--- config.mk ---
export PLATFORM = sky130hd
export DESIGN_NAME = sro_rx_overhead_ports
export DESIGN_NICKNAME = d
export VERILOG_FILES = /design/src/pkg/sro_pkg.sv /design/src/rtl/sro_rx_overhead_ports.sv
export SDC_FILE = /design/constraint.sdc
export NUM_CORES = 2
export LEC_CHECK = 0
export BUFFER_PORTS_ARGS = -buffer_cell sky130_fd_sc_hd__buf_2
export CORE_MARGIN = 4
export CORE_UTILIZATION = 35
export DETAILED_ROUTE_END_ITERATION = 6
export GPL_ROUTABILITY_DRIVEN = 0
export SETUP_SLACK_MARGIN = 0.3
export SLEW_MARGIN = 25
export SYNTH_ARGS = -nofsm -noshare
export SYNTH_HDL_FRONTEND = slang
export SYNTH_SLANG_ARGS = --single-unit
export TNS_END_PERCENT = 1
--- constraint.sdc ---
create_clock -name clk_sys_i -period 14.6 [get_ports clk_sys_i]
set_input_delay 1.46 -clock clk_sys_i [delete_from_list [all_inputs] [get_ports clk_sys_i]]
set_output_delay 1.46 -clock clk_sys_i [all_outputs]
set_load 0.02 [all_outputs]
--- src/pkg/sro_pkg.sv ---
// Constants and state types for the receive overhead output ports.
package sro_pkg;
    // System clock rate, used to derive the gapped clock oscillator steps.
    localparam longint SYS_HZ = 200_000_000;
    // Base rates of the gapped output clocks, before gapping.
    localparam longint TOH_STS1_BASE_HZ = 2_160_000;
    localparam longint TOH_STS3_BASE_HZ = 6_480_000;
    localparam longint APS_BASE_HZ = 144_000;
    localparam longint OW_BASE_HZ = 72_000;
    // Oscillator step: the accumulator overflows twice per base period.
    localparam logic [31:0] TOH_STS1_INC = 32'((2 * TOH_STS1_BASE_HZ * (64'd1 << 32)) / SYS_HZ);
    localparam logic [31:0] TOH_STS3_INC = 32'((2 * TOH_STS3_BASE_HZ * (64'd1 << 32)) / SYS_HZ);
    localparam logic [31:0] APS_INC = 32'((2 * APS_BASE_HZ * (64'd1 << 32)) / SYS_HZ);
    localparam logic [31:0] OW_INC = 32'((2 * OW_BASE_HZ * (64'd1 << 32)) / SYS_HZ);
    // One base period in every GAP is suppressed: 4/5 and 8/9 of the base rate.
    localparam logic [3:0] TOH_GAP = 4'h5;
    localparam logic [3:0] APS_GAP = 4'h9;
    localparam logic [3:0] OW_GAP = 4'h9;
    // Frame geometry for one STS-1; STS-3 multiplies columns by three.
    localparam logic [3:0] ROWS = 4'h9;
    localparam logic [8:0] COLS_STS1 = 9'h05A;
    localparam logic [8:0] COLS_STS3 = 9'h10E;
    localparam logic [3:0] TOH_COLS_STS1 = 4'h3;
    localparam logic [3:0] TOH_COLS_STS3 = 4'h9;
    localparam int TOH_MAX = 81;
    localparam logic [6:0] TOH_LAST_STS1 = 7'h1A;
    localparam logic [6:0] TOH_LAST_STS3 = 7'h50;
    // Rows of the extracted bytes; the column is the byte type times the interleave.
    localparam logic [3:0] ROW_E1F1 = 4'h1;
    localparam logic [3:0] ROW_K1K2 = 4'h4;
    localparam logic [3:0] ROW_E2 = 4'h8;
    // Serial channel lengths in bits per frame.
    localparam logic [4:0] APS_BITS = 5'h10;
    localparam logic [3:0] OW_BITS = 4'h8;
    localparam logic [2:0] BIT_LAST = 3'h7;

    // One gapped clock generator.
    typedef struct packed {
        logic [31:0] acc;
        logic half;
        logic [3:0] slot;
        logic lvl;
    } sro_gclk_t;

    // The whole state of the port block except the overhead store.
    typedef struct packed {
        logic [8:0] col;
        logic [3:0] row;
        logic [7:0] k1;
        logic [7:0] k2;
        logic [7:0] e1;
        logic [7:0] f1;
        logic [7:0] e2;
        logic wbank;
        logic rbank;
        logic [7:0] pout;
        logic ofp;
        logic [2:0] rclk_sync;
        logic rclk_lvl;
        logic [2:0] div_cnt;
        logic bclk;
        logic [2:0] tsel_sync;
        logic tsel;
        sro_gclk_t g_toh;
        sro_gclk_t g_aps;
        sro_gclk_t g_ow;
        logic [7:0] toh_sr;
        logic [2:0] toh_bit;
        logic [6:0] toh_byte;
        logic toh_act;
        logic toh_pend;
        logic toh_fp;
        logic [15:0] aps_sr;
        logic [4:0] aps_left;
        logic aps_pend;
        logic [23:0] ow_sr;
        logic [3:0] ow_left;
        logic ow_pend;
    } sro_state_t;
endpackage : sro_pkg

--- src/rtl/sro_rx_overhead_ports.sv ---
// Receive overhead serial ports, parallel data output and generated byte clock.
`timescale 1ns/1ps
// How it works
// K1 and K2 bytes leave serially on the protection output, changing at clock falls.
// Every transport overhead byte of the frame appears on the serial overhead output.
// Overhead data and frame marker change only on overhead clock falling edges; the code also loads a frame's first byte while the clock is low, not at a fall.
// STS-3 overhead clock is a 6.48 MHz clock gapped to 5.184 MHz average.
// STS-1 overhead clock is a 2.16 MHz clock gapped to 1.728 MHz average.
// Overhead frame marker is high only during bit 1 of the first A1.
// STS-1 bit-serial mode: byte clock is the TTL serial clock divided by eight.
// STS-3 bit-serial mode: byte clock is the differential serial clock divided by eight.
// Parallel output bit 7 carries the first received bit, bit 0 the last.
// Parallel data output changes on the receive byte clock rising edge.
// Frame position marker is high once per frame, on the byte after Z0.
// Order wire, user channel and protection streams align to the frame position marker; the code starts them at the last overhead byte instead.
// Frame position marker changes on the receive byte clock rising edge.
// Transmit select high chooses the bit-serial interface; TTL also allowed in STS-1.
// Transmit select low chooses the byte-serial transmit interface.
// Protection clock is 144 kHz gapped to 128 kHz.
// Order wire clock is 72 kHz gapped to 64 kHz.
// Serial outputs send each byte MSB first, bytes in received order.
module sro_rx_overhead_ports (
    // Clock and reset.
    input wire logic clk_sys_i,
    input wire logic srst_i,
    // Mode straps, same clock domain.
    input wire logic rx_sts3_mode_i,
    input wire logic rx_bit_serial_en_i,
    // Descrambled receive byte stream, one strobe per byte slot.
    input wire logic rx_byte_valid_i,
    input wire logic [7:0] rx_byte_i,
    input wire logic rx_frame_start_i,
    // Serial receive clock pins, asynchronous.
    input wire logic rx_ttl_serial_clock_i,
    input wire logic rx_diff_serial_clock_i,
    // Transmit line select pin, asynchronous.
    input wire logic tx_line_interface_select_i,
    // Generated byte clock.
    output logic rx_generated_byte_clock_o,
    // Parallel output stream.
    output logic [7:0] rx_parallel_data_out_o,
    output logic rx_frame_position_marker_o,
    // Transport overhead serial port.
    output logic rx_overhead_serial_out_o,
    output logic rx_overhead_clock_o,
    output logic rx_overhead_frame_marker_o,
    // Protection channel serial port.
    output logic rx_protection_serial_out_o,
    output logic rx_protection_clock_o,
    // Order wire and user channel serial ports.
    output logic rx_section_orderwire_out_o,
    output logic rx_user_channel_out_o,
    output logic rx_line_orderwire_out_o,
    output logic rx_orderwire_clock_o,
    // Transmit interface selection.
    output logic tx_diff_serial_en_o,
    output logic tx_ttl_serial_en_o,
    output logic tx_byte_serial_en_o
);
    // One step of a gapped clock: the last base period of every gap window stays low.
    function automatic sro_pkg::sro_gclk_t gclk_step(input sro_pkg::sro_gclk_t g, input logic [31:0] inc,
                                                     input logic [3:0] gap, input logic run);
        logic [32:0] sum;
        sro_pkg::sro_gclk_t n;
        n = g;
        sum = {1'b0, g.acc} + {1'b0, inc};
        n.acc = sum[31:0];
        if (sum[32]) begin
            n.half = ~g.half;
            if (!g.half) begin
                n.slot = (g.slot == gap - 4'h1) ? 4'h0 : g.slot + 4'h1;
                n.lvl = run && (g.slot != gap - 4'h1);
            end else begin
                n.lvl = 1'b0;
            end
        end
        return n;
    endfunction : gclk_step

    sro_pkg::sro_state_t st;
    sro_pkg::sro_state_t next_st;
    // Two frames of overhead: one fills while the other is shifted out.
    logic [7:0] toh_mem [0:2*sro_pkg::TOH_MAX-1];
    logic [8:0] cur_col;
    logic [3:0] cur_row;
    logic [8:0] row_cols;
    logic [3:0] toh_cols;
    logic [6:0] toh_last;
    logic [7:0] toh_idx;
    logic is_toh;
    logic frame_done;
    logic mem_we;
    logic [7:0] mem_waddr;
    logic [7:0] mem_raddr;
    logic [7:0] mem_rdata;
    logic toh_fall;
    logic aps_fall;
    logic ow_fall;
    logic serial_clk;

    // Position of the byte now arriving, and the frame geometry for the mode.
    always_comb begin
        row_cols = rx_sts3_mode_i ? sro_pkg::COLS_STS3 : sro_pkg::COLS_STS1;
        toh_cols = rx_sts3_mode_i ? sro_pkg::TOH_COLS_STS3 : sro_pkg::TOH_COLS_STS1;
        toh_last = rx_sts3_mode_i ? sro_pkg::TOH_LAST_STS3 : sro_pkg::TOH_LAST_STS1;
        cur_col = rx_frame_start_i ? 9'h000 : st.col;
        cur_row = rx_frame_start_i ? 4'h0 : st.row;
        is_toh = cur_col < {5'h00, toh_cols};
        // Widen before the product: row 8 times nine columns does not fit in four bits.
        toh_idx = {4'h0, cur_row} * {4'h0, toh_cols} + 8'(cur_col);
        frame_done = rx_byte_valid_i && is_toh && (toh_idx[6:0] == toh_last);
        mem_we = rx_byte_valid_i && is_toh;
        mem_waddr = st.wbank ? 8'(sro_pkg::TOH_MAX) + toh_idx : toh_idx;
        mem_raddr = 8'(st.toh_pend ? 7'h00 : st.toh_byte + 7'h01);
        if (st.rbank) begin
            mem_raddr = mem_raddr + 8'(sro_pkg::TOH_MAX);
        end
        serial_clk = rx_sts3_mode_i ? rx_diff_serial_clock_i : rx_ttl_serial_clock_i;
    end

    // The overhead store has its own write port; it needs no reset.
    always_ff @(posedge clk_sys_i) begin
        if (mem_we) begin
            toh_mem[mem_waddr] <= rx_byte_i;
        end
    end
    assign mem_rdata = toh_mem[mem_raddr];

    // Next state of the whole block.
    always_comb begin
        next_st = st;
        // Pin inputs pass three flops; a level counts once the last two agree.
        next_st.rclk_sync = {st.rclk_sync[1:0], serial_clk};
        next_st.tsel_sync = {st.tsel_sync[1:0], tx_line_interface_select_i};
        if (st.rclk_sync[1] == st.rclk_sync[2]) begin
            next_st.rclk_lvl = st.rclk_sync[2];
        end
        if (st.tsel_sync[1] == st.tsel_sync[2]) begin
            next_st.tsel = st.tsel_sync[2];
        end
        // Divide the serial clock by eight; held low when no bit-serial interface is on.
        if (!rx_bit_serial_en_i) begin
            next_st.div_cnt = 3'h0;
        end else if (next_st.rclk_lvl && !st.rclk_lvl) begin
            next_st.div_cnt = st.div_cnt + 3'h1;
        end
        next_st.bclk = next_st.div_cnt[2];
        // Each byte strobe stands for a byte clock rising edge.
        if (rx_byte_valid_i) begin
            next_st.pout = rx_byte_i;
            next_st.ofp = (cur_row == 4'h0) && (cur_col == {5'h00, toh_cols});
            if (cur_col == row_cols - 9'h001) begin
                next_st.col = 9'h000;
                next_st.row = (cur_row == sro_pkg::ROWS - 4'h1) ? 4'h0 : cur_row + 4'h1;
            end else begin
                next_st.col = cur_col + 9'h001;
                next_st.row = cur_row;
            end
            // Capture the channel bytes from the first interleaved column of each type.
            if (cur_row == sro_pkg::ROW_E1F1 && cur_col == {5'h00, toh_cols} / 9'h003) begin
                next_st.e1 = rx_byte_i;
            end
            if (cur_row == sro_pkg::ROW_E1F1 && cur_col == 9'(toh_cols) * 9'h002 / 9'h003) begin
                next_st.f1 = rx_byte_i;
            end
            if (cur_row == sro_pkg::ROW_K1K2 && cur_col == {5'h00, toh_cols} / 9'h003) begin
                next_st.k1 = rx_byte_i;
            end
            if (cur_row == sro_pkg::ROW_K1K2 && cur_col == 9'(toh_cols) * 9'h002 / 9'h003) begin
                next_st.k2 = rx_byte_i;
            end
            if (cur_row == sro_pkg::ROW_E2 && cur_col == 9'(toh_cols) * 9'h002 / 9'h003) begin
                next_st.e2 = rx_byte_i;
            end
        end
        // A completed frame swaps banks and arms every serial channel at one boundary.
        if (frame_done) begin
            next_st.wbank = ~st.wbank;
            next_st.rbank = st.wbank;
            next_st.toh_pend = 1'b1;
            next_st.aps_pend = 1'b1;
            next_st.ow_pend = 1'b1;
        end
        // Gapped clocks run only while bits remain, so a frame never overruns.
        next_st.g_toh = gclk_step(st.g_toh, rx_sts3_mode_i ? sro_pkg::TOH_STS3_INC : sro_pkg::TOH_STS1_INC,
                                  sro_pkg::TOH_GAP, st.toh_act && !st.toh_pend);
        next_st.g_aps = gclk_step(st.g_aps, sro_pkg::APS_INC, sro_pkg::APS_GAP,
                                  st.aps_left != 5'h00 && !st.aps_pend);
        next_st.g_ow = gclk_step(st.g_ow, sro_pkg::OW_INC, sro_pkg::OW_GAP,
                                 st.ow_left != 4'h0 && !st.ow_pend);
        toh_fall = st.g_toh.lvl && !next_st.g_toh.lvl;
        aps_fall = st.g_aps.lvl && !next_st.g_aps.lvl;
        ow_fall = st.g_ow.lvl && !next_st.g_ow.lvl;
        // Overhead serializer: new data only while the clock is low, at a fall or on a fresh load.
        if (st.toh_pend && !st.g_toh.lvl) begin
            next_st.toh_pend = frame_done;
            next_st.toh_sr = mem_rdata;
            next_st.toh_byte = 7'h00;
            next_st.toh_bit = 3'h0;
            next_st.toh_act = 1'b1;
        end else if (toh_fall && st.toh_act) begin
            if (st.toh_bit != sro_pkg::BIT_LAST) begin
                next_st.toh_sr = {st.toh_sr[6:0], 1'b0};
                next_st.toh_bit = st.toh_bit + 3'h1;
            end else if (st.toh_byte == toh_last) begin
                next_st.toh_act = 1'b0;
            end else begin
                next_st.toh_sr = mem_rdata;
                next_st.toh_byte = st.toh_byte + 7'h01;
                next_st.toh_bit = 3'h0;
            end
        end
        next_st.toh_fp = next_st.toh_act && next_st.toh_byte == 7'h00 && next_st.toh_bit == 3'h0;
        // Protection channel: K1 then K2, sixteen bits per frame.
        if (st.aps_pend && !st.g_aps.lvl) begin
            next_st.aps_pend = frame_done;
            next_st.aps_sr = {st.k1, st.k2};
            next_st.aps_left = sro_pkg::APS_BITS;
        end else if (aps_fall && st.aps_left != 5'h00) begin
            next_st.aps_sr = {st.aps_sr[14:0], 1'b0};
            next_st.aps_left = st.aps_left - 5'h01;
        end
        // Order wire and user channel share one clock and shift together.
        if (st.ow_pend && !st.g_ow.lvl) begin
            next_st.ow_pend = frame_done;
            next_st.ow_sr = {st.e1, st.f1, st.e2};
            next_st.ow_left = sro_pkg::OW_BITS;
        end else if (ow_fall && st.ow_left != 4'h0) begin
            next_st.ow_sr = {st.ow_sr[22:16], 1'b0, st.ow_sr[14:8], 1'b0, st.ow_sr[6:0], 1'b0};
            next_st.ow_left = st.ow_left - 4'h1;
        end
    end

    // All block state except the overhead store in one register; reset clears it to idle with clocks low.
    always_ff @(posedge clk_sys_i) begin
        if (srst_i) begin
            st <= '0;
        end else begin
            st <= next_st;
        end
    end

    // Every output except tx_ttl_serial_en_o and tx_byte_serial_en_o comes straight from a state flop.
    assign rx_generated_byte_clock_o = st.bclk;
    assign rx_parallel_data_out_o = st.pout;
    assign rx_frame_position_marker_o = st.ofp;
    assign rx_overhead_serial_out_o = st.toh_sr[7];
    assign rx_overhead_clock_o = st.g_toh.lvl;
    assign rx_overhead_frame_marker_o = st.toh_fp;
    assign rx_protection_serial_out_o = st.aps_sr[15];
    assign rx_protection_clock_o = st.g_aps.lvl;
    assign rx_section_orderwire_out_o = st.ow_sr[23];
    assign rx_user_channel_out_o = st.ow_sr[15];
    assign rx_line_orderwire_out_o = st.ow_sr[7];
    assign rx_orderwire_clock_o = st.g_ow.lvl;
    // The TTL transmit path is only offered in STS-1 mode.
    assign tx_diff_serial_en_o = st.tsel;
    assign tx_ttl_serial_en_o = st.tsel && !rx_sts3_mode_i;
    assign tx_byte_serial_en_o = !st.tsel;
endmodule : sro_rx_overhead_ports

; After elaboration in Yosys (flattened, before gate mapping)
; Memory sizes are Yosys's and may differ from the RTL's.
; Index checks and enable logic that the tools add are counted.
[totals]
input_bits = 17
mem_count = 1
register_bits = 261
ram_bits = 1296
output_inout_bits = 22
[classes]
n_mux = 38
n_reduce_logical = 62
multipliers = 1
addsub = 18
n_eq_ne = 19
div = 2
n_lt_le_gt_ge = 1
bitwise = 5
[mem_list]
columns = memory, depth, word_bits, rd, rd_ports_with_merged_regs, wr, line
row1 = toh_mem, 162, 8, 1, 0, 1, sro_rx_overhead_ports.sv:83  ; logic [7:0] toh_mem [0:2*sro_pkg::TOH_MAX-1];
[ops]
columns = cell, n
row1 = $mux 28, 2
row2 = $mux 21, 2
row3 = $mux 19, 2
row4 = $add 32x22->33 const B, 1
row5 = $add 32x23->33 const B, 1
row6 = $add 32x29->33, 1
row7 = $mux 8, 4
row8 = $mux 29, 1
row9 = $eq 9x9->1, 3
row10 = $logic_and 1x1->1, 27
row11 = $mux 4, 6
row12 = $mux 18, 1
row13 = $mux 9, 2
row14 = $reduce_and 2->1, 9
row15 = $add 4x1->4 const B, 4
row16 = $mux 1, 15
row17 = $eq 7x7->1, 2
row18 = $mux 13, 1
row19 = $eq 4x4->1 const B, 3
row20 = $logic_not 1->1, 12
row21 = $reduce_bool 2->1, 6
row22 = $mux 11, 1
row23 = $add 9x1->9 const B, 1
row24 = $div 4x2->9 const B, 1
row25 = other kinds (27), 38

; Logic depth before layout (Yosys ltp)
[logic_depth]
ltp_word = 13
ltp_mapped = 19
depth_no_buf = 16

; Worst setup path after synthesis
; Ideal clock, no wire load.
[synth_timing]
path_kind = input to register
start = input rx_sts3_mode_i
end = memory toh_mem[146][0], enable pin
slack_ps = 8750
path_buffers = 3
required_time_ps = 14230
arrival_time_ps = 5480
cell_stages = 15
path_cell_list = buf_1 -> mux2i_1 -> xor2_1 -> nor2_1 -> fa_1 -> ha_1 -> xor2_1 -> nor3_1 -> o21ai_0 -> a2bb2o_1 -> xor2_1 -> or3b_2 -> clkbuf_1 -> buf_2 -> nor2_1
[synth_between]
elab_chain_cells = 5
[synth_lines]
columns = item, line
row1 = "start, declared", sro_rx_overhead_ports.sv:27  ; input wire logic rx_sts3_mode_i,
row2 = $mux 4 (*), sro_rx_overhead_ports.sv:104  ; toh_cols = rx_sts3_mode_i ? sro_pkg::TOH_COLS_STS3 : sro_pkg::TOH_COLS_STS1;
row3 = $mul 4x4->8 / $lt 9x4->1 (equally long branches), "sro_rx_overhead_ports.sv:110, sro_rx_overhead_ports.sv:108"
row4 = $add 8x8->8 / $logic_and 1x1->1 (equally long branches), "sro_rx_overhead_ports.sv:110, sro_rx_overhead_ports.sv:112"
row5 = $add 7x8->8 / $mux 1 (equally long branches), "sro_rx_overhead_ports.sv:113, sro_rx_overhead_ports.sv:123"
row6 = $mux 8 / $mux 1 (equally long branches), "sro_rx_overhead_ports.sv:113, sro_rx_overhead_ports.sv:124"
row7 = "end, declared", sro_rx_overhead_ports.sv:83
; Every way passes the cells marked *; elsewhere a longest branch is shown, timed or not.

; Worst setup path after layout
[layout_timing]
start = input rx_sts3_mode_i
end = memory toh_mem[98][7], enable pin
; The elaborated chain is that of the path after synthesis.

==> results.md <==
* Final worst slack at 7.57 ns
* Filler cell count at 16800
* Hold Buf Count CTS at 0
* Crit-path max FO at 18
* Via Count at 39700
* Top cells by area, synth: edfxtp_1 (61%), dfxtp_1 (7.9%), mux2i_1 (4.5%), nand2_1 (4.0%), mux4_2 (3.7%)
* Initial Util at 35.2%
* Post-Route Skew at 0.0584 ns
* Via density at 5.46
* TritonCTS buffer count at 163
* Clk buf depth at 3
* # rows at 157
* Clock transition at path regs at 0.06 ns
* Crit path kind: in2reg
* Boundary pin count at 39
* Number of port buffers at 38
* Status: finished, final reports clean
* CTS tree: built
* Post-Synthesis Cells at 4685
* GR Util All Layers at 17.6%
* Most common cell in the netlist: edfxtp_1
* Number of global-route vias before repair at 38900
* Internal reg-to-reg setup slack at 7.75 ns
* Leak at 23.5 nW
* Drt wl/cell at 23.8 µm
* Met2 routed WL at 80.7 mm
* Core area at 0.183 mm²
* Pin count of the biggest net entering global routing at 185
* Synthesis-stage register bit count at 1550
* Min Clock Period, post-route at 7.03 ns
* Area share of the largest cell type after synthesis at 60.5%
* WP data arrival at 7.45 ns
* Post-CTS Setup Bufs at 0
* Ratio of cells with drive above 1 in the final layout at 10.3%
* PD cells at 132 mW/mm²
* H-Tree Depth at 4
* Slew HR at 26.0%
* Final setup viols at 0
* Tcrit/Tclk final at 48.2%
* Clock sink total at 1550
* Post-CTS resize count at 0
* GRT overflow at 0
* CP endpoint kind: flop
* WP data required at 15.02 ns
* WL final at 172 mm
* Fmax at 0.142 GHz
* Die Span X at 437 µm
* RSZ-0062 raised after global routing: no
* Sequential share of the synthesized area at 68.4%
* Hold Vio Cnt, Final at 0
* Average size of a mapped cell at 13.7 µm²
* Met3 wire length at 14.4 mm
* Met1 wire length at 72.0 mm
* DRC errors left at 0
* Async S/R FF share, synth at 0%
* VDD IR max at 124 µV
* Die height at 437 µm
* TNS Setup at 0 ns
* 1st-iter DRT viols at 4040
* Top layer in use: met4
* Synth cell count leaders: edfxtp_1 (1296), nand2_1 (687), nor2_1 (379)
* Area after DPL at 0.0668 mm²
* Multi-input logic area at 0.0187 mm²
* Hpwl dp at 99.7 mm
* Max Cap Viol at 0
* Die area at 0.191 mm²
* Clock latency on the worst-skew pair at 0.82 ns
* Worst-margin pin slew at 1.11 ns
* Post-synth EDFFs at 1296
* Root Driver: clkbuf_16
* Placed Cells at 6956
* Fin. max-slew vios at 0
* Initial antenna violation count at 3
* Area grow syn2layout at 12.7%
* Final ANT Viol Nets at 0
* Nets at 4723
* CP Launch Type: input port
* Ys flop type: edfxtp_1
* Finished Layout Cells at 7259
* Synth area leader: edfxtp_1
* Sequential cell area at 0.0440 mm²
* Hold WC Path Type: reg2reg
* DR pass1 iterations at 6
* Synthesized cell area at 0.0643 mm²
* Setup WS pre-CTS at 6.80 ns
* Post-route cell area at 0.0725 mm²
* Ys Warns at 0
* Yosys cell types at 87
* First-pass GRT wire length at 255 mm
==> sequential cells by signal, indices dropped and copies added (netlist names) <==
name and count:
rx_protection_serial_out_o 1, rx_protection_clock_o 1, rx_parallel_data_out_o 8, rx_user_channel_out_o 1, rx_section_orderwire_out_o 1, rx_line_orderwire_out_o 1, rx_frame_position_marker_o 1, rx_orderwire_clock_o 1
next_st 4, rx_overhead_frame_marker_o 1, rx_overhead_clock_o 1, rx_overhead_serial_out_o 1, st 231, tx_diff_serial_en_o 1, toh_mem 1296
==> worst max-delay path: stages <==
cell and delay (ns):
buf_2 0.37, inv_1 0.34, nand2_1 0.20, xor2_1 0.15, nor2_1 0.08, fa_1 0.57
inv_1 0.06, fa_1 0.45, xor2_1 0.43, nor3_1 0.10, o21ai_0 0.27, a2bb2o_1 0.36
xor2_1 0.64, nand3_1 0.99, nor2_1 0.95
==> cell type report <==
cell class	count	area share (%)
Tap cell	2464	4.25
Clock buffer	214	6.19
Antenna cell	2	0.00690
Sequential cell	1550	60.7
Inverter	59	0.305
Multi-Input combinational cell	2779	25.8
Timing Repair Buffer	104	1.10
Clock inverter	87	1.64
==> where the power goes <==
part	internal (mW)	leakage (nW)	switching [mW]	total (mW)
registers	4.85	13.7	0.0522	4.90
logic	0.116	6.98	0.233	0.348
clock network	2.59	2.76	1.75	4.33
total	7.55	23.5	2.03	9.59
==> cells by family (layout without fill, tap and decap cells) <==
logic type	after synthesis	count (layout)	synth area share, %
compound gates	603	603	6.82
xor+xnor	109	109	1.48
fa+ha+maj	49	49	1.01
buf+inv	357	464	2.72
flops	1550	1550	68.4
mux	398	398	8.26
other cells	1	4	0.00583
simple gates	1618	1618	11.3
==> metrics by stage <==
stage	hold slack (ns)	utilization [%]	power (mW)
after floorplan	0.414	-	5.20
after global placement	0.420	36.5	5.34
after detailed placement	0.427	36.5	5.35
after CTS	0.432	39.6	9.67
after global routing	0.458	39.6	9.90
final	0.436	39.6	9.59
==> final timing paths <==
path / from / end / depth (start not counted)
setup / recovery: rx_sts3_mode_i / toh_mem[98][7] / 15
hold / removal: next_st[188] / next_st[189] / 1
setup reg to reg: st[52] / st[66] / 13
hold reg to reg: next_st[188] / next_st[189] / 1
==> per-layer routing <==
| layer | vias up | global-route usage, % |
|---|---|---|
| met5 | - | 0 |
| met4 | 0 | 5.78 |
| met3 | 299 | 3.97 |
| met2 | 1676 | 28.3 |
| met1 | 20000 | 23.8 |
| li1 | 17700 | - |
==> placed cells by master, fill, tap and decap left out, types with 73 or more instances in the layout <==
master,count
mux4_2,106
clkbuf_16,166
nor2_1,378
mux2i_1,289
nand3_1,226
a21oi_1,116
a211oi_1,83
edfxtp_1,1296
o21ai_0,73
dfxtp_1,254
nand2_1,682
a311oi_1,110
and3_1,110
Power figures use the tool's default switching activity.
